### config.mk
export PLATFORM = sky130hd
export DESIGN_NAME = cps_regs
export DESIGN_NICKNAME = d
export VERILOG_FILES = /design/src/design/cps_pkg.sv /design/src/design/cps_regs.sv /design/src/design/cps_sync.sv
export SDC_FILE = /design/constraint.sdc
export NUM_CORES = 1
export LEC_CHECK = 0
export BUFFER_PORTS_ARGS = -buffer_cell sky130_fd_sc_hd__buf_2
export CAP_MARGIN = 10
export CORE_UTILIZATION = 45
export DETAILED_ROUTE_END_ITERATION = 16
export PLACE_DENSITY = 0.66
export SLEW_MARGIN = 20
export SYNTH_ARGS = -nofsm -noshare
export SYNTH_HDL_FRONTEND = slang
export SYNTH_SLANG_ARGS = --single-unit
### constraint.sdc
create_clock -name sys_clk -period 2.46 [get_ports sys_clk]
set_clock_uncertainty 0.05 [all_clocks]
set_input_delay 0.123 -clock sys_clk [delete_from_list [all_inputs] [get_ports sys_clk]]
set_output_delay 0.123 -clock sys_clk [all_outputs]
set_load 0.1 [all_outputs]
### src/design/cps_pkg.sv
package cps_pkg;

    // Register offsets
    localparam logic [7:0] ADDR_LEGACY_PROFILE_STATUS = 8'h13;
    localparam logic [7:0] ADDR_CONTROL_INPUT_STATUS = 8'h14;
    localparam logic [7:0] ADDR_GENERAL_CONFIG = 8'h15;
    localparam logic [7:0] ADDR_EMULATION_CONFIG = 8'h16;
    localparam logic [7:0] ADDR_SWITCH_CONFIG = 8'h17;
    localparam logic [7:0] ADDR_ATTACH_DETECT_CONFIG = 8'h18;
    localparam logic [7:0] ADDR_DATA_SWITCH_CONFIG = 8'h25;

    // Reset values
    localparam logic [7:0] RST_GENERAL_CONFIG = 8'h01;
    localparam logic [7:0] RST_EMULATION_CONFIG = 8'h8c;
    localparam logic [7:0] RST_SWITCH_CONFIG = 8'h04;
    localparam logic [7:0] RST_ATTACH_DETECT_CONFIG = 8'h46;
    localparam logic [7:0] RST_DATA_SWITCH_CONFIG = 8'h14;
    localparam logic [7:0] RST_UNMAPPED_READ = 8'h00;

    // Legacy profile status field
    localparam int LEGACY_PROFILE_COUNT = 3;
    localparam int LEGACY_PROFILE_LSB = 0;

    // Control input status field positions
    localparam int STAT_TOP_BIT = 7;
    localparam int STAT_POWER_REQUEST_BIT = 6;
    localparam int STAT_MODE_B_BIT = 5;
    localparam int STAT_MODE_A_BIT = 4;
    localparam int STAT_EMULATION_ALLOW_BIT = 3;
    localparam int STAT_POLARITY_BIT = 2;

    // Override bits in switch_config
    localparam int SWCFG_POWER_REQUEST_SOFT_BIT = 7;
    localparam int SWCFG_MODE_B_OVERRIDE_BIT = 6;
    localparam int SWCFG_MODE_A_OVERRIDE_BIT = 5;
    localparam int SWCFG_EMULATION_ALLOW_OVERRIDE_BIT = 4;

    // Dedicated charge data switch control bit in data_switch_config
    localparam int DSWCFG_DEDICATED_CHARGE_CTL_BIT = 0;

    // Power state codes
    localparam logic [1:0] PSTATE_CODE_SLEEP = 2'h0;
    localparam logic [1:0] PSTATE_CODE_DETECT = 2'h1;
    localparam logic [1:0] PSTATE_CODE_ACTIVE = 2'h2;
    localparam logic [1:0] PSTATE_CODE_ERROR = 2'h3;

    // Synchroniser depth and strap capture delay
    localparam int SYNC_STAGES = 2;
    localparam logic [1:0] STRAP_CAPTURE_COUNT = 2'h2;

    // Power states, one-hot
    typedef enum logic [3:0] {
        PST_SLEEP = 4'h1,
        PST_DETECT = 4'h2,
        PST_ACTIVE = 4'h4,
        PST_ERROR = 4'h8
    } cps_power_state_type;

endpackage : cps_pkg

### src/design/cps_regs.sv
`timescale 1ns/1ps
module cps_regs (
    // Clock and reset
    input wire logic sys_clk,
    input wire logic reset_n,
    // Register access from the serial management front end
    input wire logic [7:0] reg_addr,
    input wire logic [7:0] reg_wdata,
    input wire logic reg_write,
    input wire logic reg_read,
    output logic [7:0] reg_rdata,
    output logic reg_rvalid,
    // External control pins
    input wire logic port_power_request,
    input wire logic mode_input_a,
    input wire logic mode_input_b,
    input wire logic emulation_allow,
    input wire logic polarity_strap,
    // Emulation engine and port events
    input wire logic [2:0] legacy_profile_accept,
    input wire logic removal_detected,
    input wire logic attach_detected,
    input wire logic fault_detected,
    input wire logic fault_cleared,
    input wire logic sleep_request,
    // Switch steering
    input wire logic data_switch_default,
    input wire logic [1:0] default_limit_behaviour,
    input wire logic [1:0] custom_limit_behaviour,
    output logic data_switch_closed,
    output logic [1:0] current_limit_behaviour,
    // Effective control states for the rest of the device
    output logic port_power_request_state,
    output logic [1:0] power_state_code,
    output logic [7:0] general_config
);

    logic [4:0] pins_sync;
    logic [2:0] legacy_status_reg;
    logic [7:0] emulation_config_reg;
    logic [7:0] switch_config_reg;
    logic [7:0] attach_detect_config_reg;
    logic [7:0] data_switch_config_reg;
    logic polarity_high_reg;
    logic strap_taken_reg;
    logic [1:0] strap_count_reg;
    logic first_cycle_reg;
    logic [1:0] mode_prev_reg;
    logic mode_input_a_state;
    logic mode_input_b_state;
    logic emulation_allow_state;
    logic mode_changed;
    logic profile_clear;
    logic bus_access;
    logic [7:0] status_byte;
    cps_pkg::cps_power_state_type power_state_reg;
    cps_pkg::cps_power_state_type power_state_next;

    // Code of a one-hot power state
    function automatic logic [1:0] state_code(input cps_pkg::cps_power_state_type st);
        case (st)
            cps_pkg::PST_SLEEP: state_code = cps_pkg::PSTATE_CODE_SLEEP;
            cps_pkg::PST_DETECT: state_code = cps_pkg::PSTATE_CODE_DETECT;
            cps_pkg::PST_ACTIVE: state_code = cps_pkg::PSTATE_CODE_ACTIVE;
            cps_pkg::PST_ERROR: state_code = cps_pkg::PSTATE_CODE_ERROR;
            default: state_code = cps_pkg::PSTATE_CODE_ERROR;
        endcase
    endfunction : state_code

    cps_sync #(
        .WIDTH(5)
    ) u_pin_sync (
        .sys_clk(sys_clk),
        .reset_n(reset_n),
        .async_in({polarity_strap, emulation_allow, mode_input_a, mode_input_b, port_power_request}),
        .sync_out(pins_sync)
    );

    // Strap capture waits for the synchroniser to fill
    always_ff @(posedge sys_clk or negedge reset_n)
    begin
        if (!reset_n)
        begin
            strap_count_reg <= 2'h0;
            strap_taken_reg <= 1'b0;
            polarity_high_reg <= 1'b0;
        end
        else if (!strap_taken_reg)
        begin
            strap_count_reg <= strap_count_reg + 2'h1;
            if (strap_count_reg == cps_pkg::STRAP_CAPTURE_COUNT)
            begin
                polarity_high_reg <= pins_sync[4];
                strap_taken_reg <= 1'b1;
            end
        end
    end

    // effective power request, polarity then soft override
    assign port_power_request_state = (polarity_high_reg ? pins_sync[0] : ~pins_sync[0])
        | switch_config_reg[cps_pkg::SWCFG_POWER_REQUEST_SOFT_BIT];

    assign mode_input_b_state = pins_sync[1] | switch_config_reg[cps_pkg::SWCFG_MODE_B_OVERRIDE_BIT];
    assign mode_input_a_state = pins_sync[2] | switch_config_reg[cps_pkg::SWCFG_MODE_A_OVERRIDE_BIT];
    assign emulation_allow_state = pins_sync[3] | switch_config_reg[cps_pkg::SWCFG_EMULATION_ALLOW_OVERRIDE_BIT];

    // Mode history for new active mode detection
    always_ff @(posedge sys_clk or negedge reset_n)
    begin
        if (!reset_n)
        begin
            mode_prev_reg <= 2'h0;
            first_cycle_reg <= 1'b1;
        end
        else
        begin
            mode_prev_reg <= {mode_input_b_state, mode_input_a_state};
            first_cycle_reg <= 1'b0;
        end
    end

    assign mode_changed = ({mode_input_b_state, mode_input_a_state} != mode_prev_reg);
    assign profile_clear = !port_power_request_state || mode_changed || removal_detected;

    // Legacy profile bits; a handshake in the clear cycle is kept
    always_ff @(posedge sys_clk or negedge reset_n)
    begin
        if (!reset_n)
            legacy_status_reg <= 3'h0;
        // set by accepted handshake, set wins
        else if (profile_clear)
            legacy_status_reg <= legacy_profile_accept;
        else
            legacy_status_reg <= legacy_status_reg | legacy_profile_accept;
    end

    profile_set_a: assert property (@(posedge sys_clk) disable iff (!reset_n)
        |legacy_profile_accept |=> ((legacy_status_reg & $past(legacy_profile_accept)) == $past(legacy_profile_accept)))
        else $error("accepted legacy profile not recorded");

    // clear without a handshake empties the field
    profile_clear_a: assert property (@(posedge sys_clk) disable iff (!reset_n)
        (profile_clear && legacy_profile_accept == 3'h0) |=> legacy_status_reg == 3'h0)
        else $error("legacy profile bits not cleared");

    // Switch steering registered to avoid glitches on the switch drivers
    always_ff @(posedge sys_clk or negedge reset_n)
    begin
        if (!reset_n)
        begin
            data_switch_closed <= 1'b0;
            current_limit_behaviour <= 2'h0;
        end
        else if (|legacy_status_reg)
        begin
            data_switch_closed <= data_switch_config_reg[cps_pkg::DSWCFG_DEDICATED_CHARGE_CTL_BIT];
            current_limit_behaviour <= custom_limit_behaviour;
        end
        else
        begin
            data_switch_closed <= data_switch_default;
            current_limit_behaviour <= default_limit_behaviour;
        end
    end

    // switch follows config while profile accepted
    data_switch_a: assert property (@(posedge sys_clk) disable iff (!reset_n)
        |legacy_status_reg |=> data_switch_closed == $past(data_switch_config_reg[cps_pkg::DSWCFG_DEDICATED_CHARGE_CTL_BIT]))
        else $error("data switch ignores dedicated charge control");

    limit_select_a: assert property (@(posedge sys_clk) disable iff (!reset_n)
        |legacy_status_reg |=> current_limit_behaviour == $past(custom_limit_behaviour))
        else $error("limit behaviour not custom during legacy profile");

    assign bus_access = reg_read || reg_write;

    // Power state machine
    always_comb
    begin
        power_state_next = power_state_reg;
        case (power_state_reg)
            cps_pkg::PST_SLEEP:
                if (fault_detected)
                    power_state_next = cps_pkg::PST_ERROR;
                else if (bus_access || attach_detected)
                    power_state_next = cps_pkg::PST_DETECT;
            cps_pkg::PST_DETECT:
                if (fault_detected)
                    power_state_next = cps_pkg::PST_ERROR;
                else if (attach_detected && port_power_request_state)
                    power_state_next = cps_pkg::PST_ACTIVE;
                else if (sleep_request && !bus_access)
                    power_state_next = cps_pkg::PST_SLEEP;
            cps_pkg::PST_ACTIVE:
                if (fault_detected)
                    power_state_next = cps_pkg::PST_ERROR;
                else if (removal_detected || !port_power_request_state)
                    power_state_next = cps_pkg::PST_DETECT;
            cps_pkg::PST_ERROR:
                if (fault_cleared)
                    power_state_next = cps_pkg::PST_DETECT;
            default:
                power_state_next = cps_pkg::PST_DETECT;
        endcase
    end

    always_ff @(posedge sys_clk or negedge reset_n)
    begin
        if (!reset_n)
            power_state_reg <= cps_pkg::PST_DETECT;
        else
            power_state_reg <= power_state_next;
    end

    assign power_state_code = state_code(power_state_reg);

    // woken state leaves sleep within one cycle
    wake_on_access_a: assert property (@(posedge sys_clk) disable iff (!reset_n)
        (bus_access && !fault_detected && power_state_reg == cps_pkg::PST_SLEEP)
        |=> power_state_code == cps_pkg::PSTATE_CODE_DETECT)
        else $error("bus access did not wake from sleep");

    // status byte; an access during sleep reports the woken code
    always_comb
    begin
        status_byte = 8'h00;
        status_byte[cps_pkg::STAT_TOP_BIT] = 1'b0;
        status_byte[cps_pkg::STAT_POWER_REQUEST_BIT] = port_power_request_state;
        status_byte[cps_pkg::STAT_MODE_B_BIT] = mode_input_b_state;
        status_byte[cps_pkg::STAT_MODE_A_BIT] = mode_input_a_state;
        status_byte[cps_pkg::STAT_EMULATION_ALLOW_BIT] = emulation_allow_state;
        status_byte[cps_pkg::STAT_POLARITY_BIT] = polarity_high_reg;
        status_byte[1:0] = state_code(power_state_next);
    end

    // only reset_n clears them, sleep leaves them alone
    always_ff @(posedge sys_clk or negedge reset_n)
    begin
        if (!reset_n)
        begin
            general_config <= cps_pkg::RST_GENERAL_CONFIG;
            emulation_config_reg <= cps_pkg::RST_EMULATION_CONFIG;
            switch_config_reg <= cps_pkg::RST_SWITCH_CONFIG;
            attach_detect_config_reg <= cps_pkg::RST_ATTACH_DETECT_CONFIG;
            data_switch_config_reg <= cps_pkg::RST_DATA_SWITCH_CONFIG;
        end
        else if (reg_write)
        begin
            // status offsets fall through, no effect
            case (reg_addr)
                cps_pkg::ADDR_GENERAL_CONFIG: general_config <= reg_wdata;
                cps_pkg::ADDR_EMULATION_CONFIG: emulation_config_reg <= reg_wdata;
                cps_pkg::ADDR_SWITCH_CONFIG: switch_config_reg <= reg_wdata;
                cps_pkg::ADDR_ATTACH_DETECT_CONFIG: attach_detect_config_reg <= reg_wdata;
                cps_pkg::ADDR_DATA_SWITCH_CONFIG: data_switch_config_reg <= reg_wdata;
                default: ;
            endcase
        end
    end

    // defaults seen at first edge after release
    config_reset_a: assert property (@(posedge sys_clk) disable iff (!reset_n)
        first_cycle_reg |-> (general_config == cps_pkg::RST_GENERAL_CONFIG
        && emulation_config_reg == cps_pkg::RST_EMULATION_CONFIG && switch_config_reg == cps_pkg::RST_SWITCH_CONFIG
        && attach_detect_config_reg == cps_pkg::RST_ATTACH_DETECT_CONFIG
        && data_switch_config_reg == cps_pkg::RST_DATA_SWITCH_CONFIG))
        else $error("configuration defaults wrong after reset");

    // general config moves only on its own write
    general_retain_a: assert property (@(posedge sys_clk) disable iff (!reset_n)
        !(reg_write && reg_addr == cps_pkg::ADDR_GENERAL_CONFIG) |=> $stable(general_config))
        else $error("general configuration changed without a write");

    // Read data registered, one cycle after the read strobe
    always_ff @(posedge sys_clk or negedge reset_n)
    begin
        if (!reset_n)
        begin
            reg_rdata <= 8'h00;
            reg_rvalid <= 1'b0;
        end
        else
        begin
            reg_rvalid <= reg_read;
            if (reg_read)
            begin
                case (reg_addr)
                    cps_pkg::ADDR_LEGACY_PROFILE_STATUS: reg_rdata <= {5'h00, legacy_status_reg};
                    cps_pkg::ADDR_CONTROL_INPUT_STATUS: reg_rdata <= status_byte;
                    cps_pkg::ADDR_GENERAL_CONFIG: reg_rdata <= general_config;
                    cps_pkg::ADDR_EMULATION_CONFIG: reg_rdata <= emulation_config_reg;
                    cps_pkg::ADDR_SWITCH_CONFIG: reg_rdata <= switch_config_reg;
                    cps_pkg::ADDR_ATTACH_DETECT_CONFIG: reg_rdata <= attach_detect_config_reg;
                    cps_pkg::ADDR_DATA_SWITCH_CONFIG: reg_rdata <= data_switch_config_reg;
                    default: reg_rdata <= cps_pkg::RST_UNMAPPED_READ;
                endcase
            end
        end
    end

    // bit 6 read back equals effective request
    power_bit_read_a: assert property (@(posedge sys_clk) disable iff (!reset_n)
        (reg_read && reg_addr == cps_pkg::ADDR_CONTROL_INPUT_STATUS)
        |=> reg_rvalid && reg_rdata[cps_pkg::STAT_POWER_REQUEST_BIT] == $past(port_power_request_state))
        else $error("power request status bit wrong");

    // status read never returns the sleep code
    no_sleep_read_a: assert property (@(posedge sys_clk) disable iff (!reset_n)
        (reg_read && reg_addr == cps_pkg::ADDR_CONTROL_INPUT_STATUS && !fault_detected)
        |=> reg_rdata[1:0] != 2'b00)
        else $error("sleep code read over the bus");

    // top bit of status reads zero
    status_top_a: assert property (@(posedge sys_clk) disable iff (!reset_n)
        (reg_read && (reg_addr == cps_pkg::ADDR_LEGACY_PROFILE_STATUS
        || reg_addr == cps_pkg::ADDR_CONTROL_INPUT_STATUS)) |=> !reg_rdata[7])
        else $error("status top bit not zero");

    strap_hold_a: assert property (@(posedge sys_clk) disable iff (!reset_n)
        strap_taken_reg |=> $stable(polarity_high_reg) && strap_taken_reg)
        else $error("polarity strap changed after capture");

endmodule : cps_regs

### src/design/cps_sync.sv
`timescale 1ns/1ps
module cps_sync #(
    parameter int WIDTH = 5
) (
    // Clock and reset
    input wire logic sys_clk,
    input wire logic reset_n,
    // Data
    input wire logic [WIDTH-1:0] async_in,
    output logic [WIDTH-1:0] sync_out
);

    logic [WIDTH-1:0] stage_one_reg;

    // First stage is read by the second stage only
    always_ff @(posedge sys_clk or negedge reset_n)
    begin
        if (!reset_n)
        begin
            stage_one_reg <= '0;
            sync_out <= '0;
        end
        else
        begin
            stage_one_reg <= async_in;
            sync_out <= stage_one_reg;
        end
    end

endmodule : cps_sync

== Word-level counts from Yosys, hierarchy flattened ==
Index checks and enable logic that the tools add are counted.
Storage, ports and cells
  register bits: 75
  output and inout bits: 23
  word-level logic and storage cells: 75
  input bits: 38
Cells by class
  muxes and demuxes: 18
  eq/ne operators: 16
  reduce and logical (&&, ||, !) cells: 16
  bitwise logic cells: 7
  $add $sub $neg: 1
Operators with widths (count)
  $pmux 8 s7: 1
  $eq 8x5->1 const B: 6
  $mux 4: 8
  $pmux 4 s4: 1
  $pmux 2 s3: 2
  $reduce_and 2->1: 6
  $eq 4x1->1 const B: 2
  $eq 4x2->1 const B: 2
  $eq 4x3->1 const B: 2
  $eq 8x6->1 const B: 1
  $logic_or 1x1->1: 5
  $eq 4x4->1 const B: 1
  $mux 1: 4
  $or 1x1->1: 4
  $mux 3: 1
  $or 3x3->3: 1
  $reduce_or 3->1: 1
  $add 2x1->2 const B: 1
  $eq 2x2->1 const B: 1
  $logic_and 1x1->1: 2
  $logic_not 1->1: 2
  $mux 2: 1
  $ne 2x2->1: 1
  $not 1->1: 2

== Logic depth before layout (Yosys ltp) ==
Gate-level depths: netlist of the first run.
  depth in word-level cells: 11
  gate-level depth with buffers: 7

== By module ==
Synthesis of the first run repeated with hierarchy kept, for this count alone.
Unflattened totals
  cell total of the unflattened synthesis: 254
  area, all modules: 3339.5 µm²
Modules (own cells, without submodules)
  cps_regs: instances 1, seq. area each 1640.3 µm², cells each 244, area an instance 3089.2 µm²
  cps_sync: instances 1, seq. area each 250.2 µm², cells each 10, area an instance 250.2 µm²

== Worst setup path after synthesis of the first run ==
No wires, ideal clock.
  path kind: register to output
  start point: reg power_state_reg[1]
  end point: out power_state_code[1]
  arrival time: 1.987 ns
  required time: 2.287 ns
  cell stages (with the launch flop): 4
  path slack: 0.300 ns
  path buffers: 1
  cells stage by stage: dfstp_2 buf_2 nor4b_2 nor2_1
Between the ends
  longest elaborated chain between the ends: 2
RTL lines
  from (decl): RTL line cps_regs.sv:56  | cps_pkg::cps_power_state_type power_state_reg;
  from (signal assigned): RTL line cps_regs.sv:210  | power_state_reg <= cps_pkg::PST_DETECT;
  from (signal assigned): RTL line cps_regs.sv:212  | power_state_reg <= power_state_next;
  $eq 4x3->1 (tied with other cells): RTL line cps_regs.sv:61  | case (st)
  $pmux 2 s3 (*): RTL line cps_regs.sv:61
  to (decl): RTL line cps_regs.sv:34  | output logic [1:0] power_state_code,
Mark *: on every way between the ends. The rest lies on a longest branch, timed or not.

== Worst setup path after layout of the first run ==
  start point: reg power_state_reg[2]
  end point: reg reg_rdata[0]
Between the ends
  longest elaborated chain between the ends: 7
RTL lines
  $mux 4: RTL line cps_regs.sv:192  | else if (sleep_request && !bus_access)
  $mux 4: RTL line cps_regs.sv:190  | else if (attach_detected && port_power_request_state)
  $mux 4: RTL line cps_regs.sv:188  | if (fault_detected)
  $pmux 4 s4 (*): RTL line cps_regs.sv:181  | case (power_state_reg)
  $eq 4x3->1 (tied with other cells): RTL line cps_regs.sv:61
  $pmux 2 s3 (*): RTL line cps_regs.sv:61
  $pmux 8 s7 (*): RTL line cps_regs.sv:287  | case (reg_addr)
  to (signal assigned): RTL line cps_regs.sv:288  | cps_pkg::ADDR_LEGACY_PROFILE_STATUS: reg_rdata <= {5'h00, legacy_status_reg};
  to (signal assigned): RTL line cps_regs.sv:289  | cps_pkg::ADDR_CONTROL_INPUT_STATUS: reg_rdata <= status_byte;
  to (signal assigned): RTL line cps_regs.sv:290  | cps_pkg::ADDR_GENERAL_CONFIG: reg_rdata <= general_config;
  to (decl): RTL line cps_regs.sv:11  | output logic [7:0] reg_rdata,
Marks and branches as above.
A chain may end at the register's enable or synchronous reset.

==> results of run 1 <==
final cells by class:
class | count | area [um2] | area share
well taps | 102 | 128 | 0.0296
inverters | 10 | 37.5 | 0.00869
repair buffers | 76 | 460 | 0.107
clock inverters | 6 | 88.8 | 0.0206
flip-flops and latches | 75 | 1890 | 0.438
clock buffers | 10 | 138 | 0.0319
multi-input cells | 162 | 1580 | 0.365
cell usage after synthesis (3+ instances only):
master / instances
dfrtp_1: 64
mux2_2: 37
mux2_4: 16
dfstp_2: 11
inv_1: 10
o21ai_0: 9
nor3_1: 8
a22oi_1: 6
nor2b_1: 6
nand2_1: 5
a21oi_1: 4
buf_2: 4
clkbuf_1: 4
or2_2: 4
xor2_1: 4
a21o_1: 3
a222oi_1: 3
xnor2_1: 3
what timing repair did:
action / CTS / global route
hold buffers: 15 / 0
resized for setup: 0 / 0
endpoints found under the hold margin: 76 / 0
buffers inserted: 0 / 0
how the worst min path moves through the flow:
stage                          from                           to  slack [ps]  cells after the start
global route           reg_wdata[5]         switch_config_reg[5]          30                      2
finish                fault_cleared           power_state_reg[3]          30                      3
floorplan                   reset_n  attach_detect_config_reg[0]        -220                      0
CTS                    reg_wdata[7]         switch_config_reg[7]          10                      2
global placement    emulation_allow  u_pin_sync.stage_one_reg[3]         180                      1
detailed placement  emulation_allow  u_pin_sync.stage_one_reg[3]         180                      1
worst max-delay path, cell delays in order (launching register included):
cell,delay (ps)
dfrtp_1,500
nor4b_2,450
a22oi_1,150
a2111o_1,450
o211ai_2,190
o221ai_2,100
cell families (layout without fill, tap and decap cells):
family / after synthesis / count (layout)
mux: 57 / 57
fa+ha+maj: 1 / 1
flops: 75 / 75
simple gates: 53 / 53
buf+inv: 20 / 102
xor+xnor: 7 / 7
compound gates: 44 / 44
power groups by stage:
stage / logic, mW / registers (mW) / clock network (mW)
global placement: 0.554 / 1.41 / 0
detailed placement: 0.558 / 1.41 / 0
finish: 0.577 / 1.39 / 1.07
global route: 0.617 / 1.40 / 1.14
floorplan: 0.385 / 1.44 / 0
CTS: 0.580 / 1.39 / 1.10
through the flow:
stage,instances,cell area [um2]
finish,441,4320
detailed placement,410,3940
global placement,410,3940
global route,441,4320
CTS,441,4320
floorplan,257,3550
metal layers:
layer  GRT usage  part of all wire  vias to the layer above
met1       0.288              0.48                     1223
met5           0                 0                        -
met2       0.316              0.46                       75
met3      0.0463             0.051                        6
li1            -                 -                     1119
met4      0.0595            0.0095                        0
==> impl_metrics.json, run 1 <==
{
  "holdCritPathClass": "primary input to flip-flop",
  "layout-drive-gt1-share": 0.484,
  "worst_pin_slew_ps": 927,
  "synth_edf_count": 0,
  "status": "completed",
  "core_area_um2": 7690,
  "start_util": 0.462,
  "setup_viol": 0,
  "seqPwrFrac": 0.457,
  "synth-async-reset-ratio": 1.00,
  "rrSetupSlack_ps": 450,
  "layout_min_cycle_time_ps": 2010,
  "switching_share": 0.306,
  "first_pass_iters": 4,
  "remaining_drc_errors": 0,
  "h-tree-depth": 3,
  "cts_buffer_depth": 2,
  "cts_tree": "yes",
  "numCtsBuffers": 9,
  "dp_hpwl_um": 5310,
  "synth-compound-area-share": 0.0972,
  "track_usage": 0.204,
  "clk_latency_ps": 340,
  "p_leak_nw": 2.08,
  "port_buffers": 60,
  "clk_pin_slew_ps": 80,
  "pwr-share-clk": 0.353,
  "synth_xor_xnor_area_share": 0.0173,
  "antenna_found_initial": 0,
  "min_period_over_period": 0.818,
  "viasPerCell": 5.49,
  "muxShareOfSynthArea": 0.203,
  "cp-end-kind": "flip-flop",
  "synth_area_leaders": "dfrtp_1 45%, mux2_2 12%, dfstp_2 8.1%, mux2_4 6.8%, o21ai_0 1.3%",
  "fp.dieArea_um2": 8260,
  "crit_start": "power_state_reg[2]",
  "fillCellCount": 646,
  "yosysWarnings": 0,
  "fp-row-count": 32,
  "maxCapViolCount": 0,
  "nets": 373,
  "cp-endpoint": "reg_rdata[0]",
  "synth_area_um2": 3550,
  "grt_max_degree": 76,
  "setup_tns_ps": 0,
  "cts-root-buf": "clkbuf_8",
  "reg2reg_depth": 5,
  "yosysUniqueCellTypes": 60,
  "cts.sinks": 75,
  "r2r-start": "power_state_reg[2]",
  "r2r_end": "reg_rdata[0]",
  "synthAdderAreaFrac": 0.00352,
  "syn_inst": 257,
  "ys_ff_latch": 75,
  "internal_power_mw": 2.11,
  "setup_slack_ps": 448,
  "drt_wl_total_um": 7900,
  "dieWidth_um": 90.9,
  "grt_pass1_vias": 2363,
  "vias": 2423,
  "grt_pass1_wl_um": 12700,
  "cp_data_arrival_time_ps": 2180,
  "rsz0062_at_grt": "no",
  "fin_util": 0.562,
  "synth_area_per_cell_um2": 13.8,
  "synthSimpleGateAreaFrac": 0.122,
  "switching_power_mw": 0.929,
  "synth_ff_type": "dfrtp_1",
  "max_freq_mhz": 497,
  "vdd_drop_max_mv": 0.364,
  "fp.dieH_um": 90.9,
  "power_density_nw_per_um2": 703,
  "finalPower_mw": 3.04,
  "wl_per_cell_um": 17.9,
  "relSlewSlack": 0.382,
  "path_max_fanout": 9,
  "synth_top_family_by_area": "multiplexers",
  "synth_nets": 296,
  "yosysTopAreaCellShare": 0.451,
  "start_kind": "flip-flop",
  "pre_cts_ws_ps": 430,
  "final_cell_mix": "64 x dfrtp_1, 59 x buf_2, 37 x mux2_2",
  "area_growth_pct": 21.5,
  "critPathKind": "flip-flop to flip-flop",
  "io_pins": 61,
  "routabilityCongestion": 0.847,
  "hold_viol": 0,
  "drtIter0Drc": 182,
  "worstPathRequired_ps": 2630,
  "final_common_cell": "dfrtp_1",
  "yosysTopAreaCell": "dfrtp_1",
  "hold_ws_ps": 29.3,
  "ant_nets": 0,
  "power_frac_comb": 0.190,
  "n_antenna_cell": 0,
  "slew_violations": 0,
  "seq_area_frac_synth": 0.532,
  "grt-ovfl-total": 0
}
Power figures use the tool's default switching activity.
==> run 2, diff against run 1 <==
- ABC_AREA: not set -> 1
- PLACE_DENSITY: 0.66 -> 0.69
- clock period: 2.46 -> 1.8 ns (I/O delays scaled with it)
==> run 2 against run 1 <==
Clock power increased by 23%. Synthesized area decreased by 2.6%. Sequential share of layout area decreased by 0.23 points. Global-route usage increased by 2.8 points.
==> impl_metrics.json, run 2 <==
{
  "status": "completed",
  "fp-row-count": 31,
  "rsz0062_at_grt": "no",
  "pwr-share-clk": 0.329,
  "syn_inst": 394,
  "grt_pass1_wl_um": 13500,
  "cts_buffer_depth": 2,
  "start_util": 0.472,
  "hold_viol": 0,
  "clk_latency_ps": 350,
  "n_antenna_cell": 0,
  "grt_max_degree": 39,
  "critPathKind": "flip-flop to flip-flop",
  "p_leak_nw": 2.23,
  "internal_power_mw": 2.75,
  "cts-root-buf": "clkbuf_8",
  "switching_share": 0.311,
  "synth_nets": 433,
  "fin_util": 0.592,
  "drtIter0Drc": 177,
  "yosysTopAreaCellShare": 0.463,
  "seq_area_frac_synth": 0.546,
  "area_growth_pct": 25.4,
  "power_density_nw_per_um2": 920,
  "nets": 525,
  "fp.dieArea_um2": 8050,
  "synth_ff_type": "dfrtp_1",
  "seqPwrFrac": 0.471,
  "holdCritPathClass": "primary input to flip-flop",
  "synth_area_leaders": "dfrtp_1 46%, nand2_1 10%, nand3_1 8.5%, dfstp_2 8.4%, o21ai_0 5.6%",
  "yosysWarnings": 0,
  "core_area_um2": 7330,
  "wl_per_cell_um": 14.5,
  "clk_pin_slew_ps": 80,
  "slew_violations": 0,
  "h-tree-depth": 3,
  "first_pass_iters": 5,
  "final_cells": 590,
  "yosysUniqueCellTypes": 30,
  "min_period_over_period": 0.941,
  "worstPathRequired_ps": 1980,
  "power_frac_comb": 0.200,
  "routabilityCongestion": 0.840,
  "placedCellCount": 551,
  "dp_hpwl_um": 6160,
  "vdd_drop_max_mv": 0.438,
  "path_max_fanout": 4,
  "final_common_cell": "nand2_1",
  "holdPathStages": 3,
  "cts_tree": "yes",
  "setup_tns_ps": 0,
  "cp-end-kind": "flip-flop",
  "synth-async-reset-ratio": 1.00,
  "remaining_drc_errors": 0,
  "fp.dieH_um": 89.7,
  "grt_pass1_vias": 2802,
  "start_kind": "flip-flop",
  "cp_data_arrival_time_ps": 1880,
  "numCtsBuffers": 9,
  "yosysTopAreaCell": "dfrtp_1",
  "track_usage": 0.232,
  "setup_viol": 0,
  "ys_ff_latch": 75,
  "synthTopCellsByCount": "95 x nand2_1, 64 x dfrtp_1, 59 x nand3_1",
  "maxCapViolCount": 0,
  "dieWidth_um": 89.7,
  "io_pins": 61,
  "grt-ovfl-total": 0,
  "finalPower_mw": 3.99,
  "max_freq_mhz": 591,
  "reg2reg_depth": 4,
  "synth_area_um2": 3460,
  "switching_power_mw": 1.24,
  "final_cell_mix": "95 x nand2_1, 64 x dfrtp_1, 58 x nand3_1",
  "antenna_found_initial": 0,
  "port_buffers": 60,
  "drt_wl_total_um": 8540,
  "vias": 3009,
  "synth_area_per_cell_um2": 8.78,
  "viasPerCell": 5.10,
  "cts.sinks": 75,
  "ant_nets": 0,
  "synth_edf_count": 0,
  "worst_pin_slew_ps": 493,
  "yosysMostFrequentCell": "nand2_1",
  "layout_min_cycle_time_ps": 1690,
  "layout-drive-gt1-share": 0.228,
  "relSlewSlack": 0.670
}
## run 2: changes by cell type after synthesis, sizes merged, moves of 6 or more
cell   before  now
nor2b       7    0
o21a        0    9
inv        10   46
a22oi       6    0
nand3       2   60
o21ai      11   39
nor2        3   28
mux2       53    2
nand2       8   98
## run 2: power by group through the flow
stage               Combinational, mW  Clock [mW]  Sequential, mW
finish                          0.797        1.32            1.88
global route                    0.873        1.40            1.90
CTS                             0.784        1.34            1.88
detailed placement              0.741           0            1.91
global placement                0.732           0            1.90
floorplan                       0.427           0            2.01
## run 2: final timing paths
path                                        startpoint                          end  slack, ps
setup / recovery                  legacy_status_reg[0]   current_limit_behaviour[1]        110
hold / removal                           fault_cleared           power_state_reg[1]         10
setup reg to reg                  legacy_status_reg[0]   current_limit_behaviour[1]        110
hold reg to reg            u_pin_sync.stage_one_reg[3]       u_pin_sync.sync_out[3]        300
max in group asynchronous                      reset_n           power_state_reg[1]        900
min in group asynchronous                      reset_n  attach_detect_config_reg[3]        170
## run 2: metrics by stage
stage | instance area (um2) | hold slack, ps | setup WS, ps
6_report | 4340 | 12.3 | 107
2_1_floorplan | 3470 | -256 | 36.2
3_3_place_gp | 3890 | 33.7 | 241
4_1_cts | 4330 | 2.34 | 38.5
3_5_place_dp | 3890 | 26.4 | 189
5_1_grt | 4340 | 12.2 | 40.6
## run 2: logic make-up after synthesis
logic type	Yosys count	share of synthesized area
DFF	75	0.546
muxes	2	0.00651
and+or+nand+nor	196	0.266
xor gates and xnor gates	3	0.00759
AOI/OAI and AO/OA	59	0.0958
buffers and inverters	58	0.0741
adders and majority gates	1	0.00361
## run 2: worst max-delay path, cell delays in order (launching register included)
cell	delay, ps
dfrtp_1	380
inv_1	60
nand3_1	180
mux2_2	350
dlygate4sd3_1	560
## run 2: timing repair
action / 4_1_cts / 5_1_grt
hold endpoints to repair: 56 / 0
hold buffers: 23 / 0
setup buffers: 0 / 0
gates resized for setup: 1 / 3
setup endpoints to repair: 1 / 3
## run 2: area by class of cell
type	instances	area, um2
fill	664	2990
multi-input combinational	261	1320
sequential	75	1890
inverter	47	176
tap	99	124
clock buffer	12	155
clock inverter	4	48.8
timing repair buffer	92	622
## run 2: metal layers
metal | global-route usage | routed length (um) | part of all wire
met1 | 0.315 | 3700 | 0.43
met2 | 0.361 | 4060 | 0.48
met3 | 0.0530 | 542 | 0.064
met4 | 0.0952 | 239 | 0.028
met5 | 0 | 0 | 0
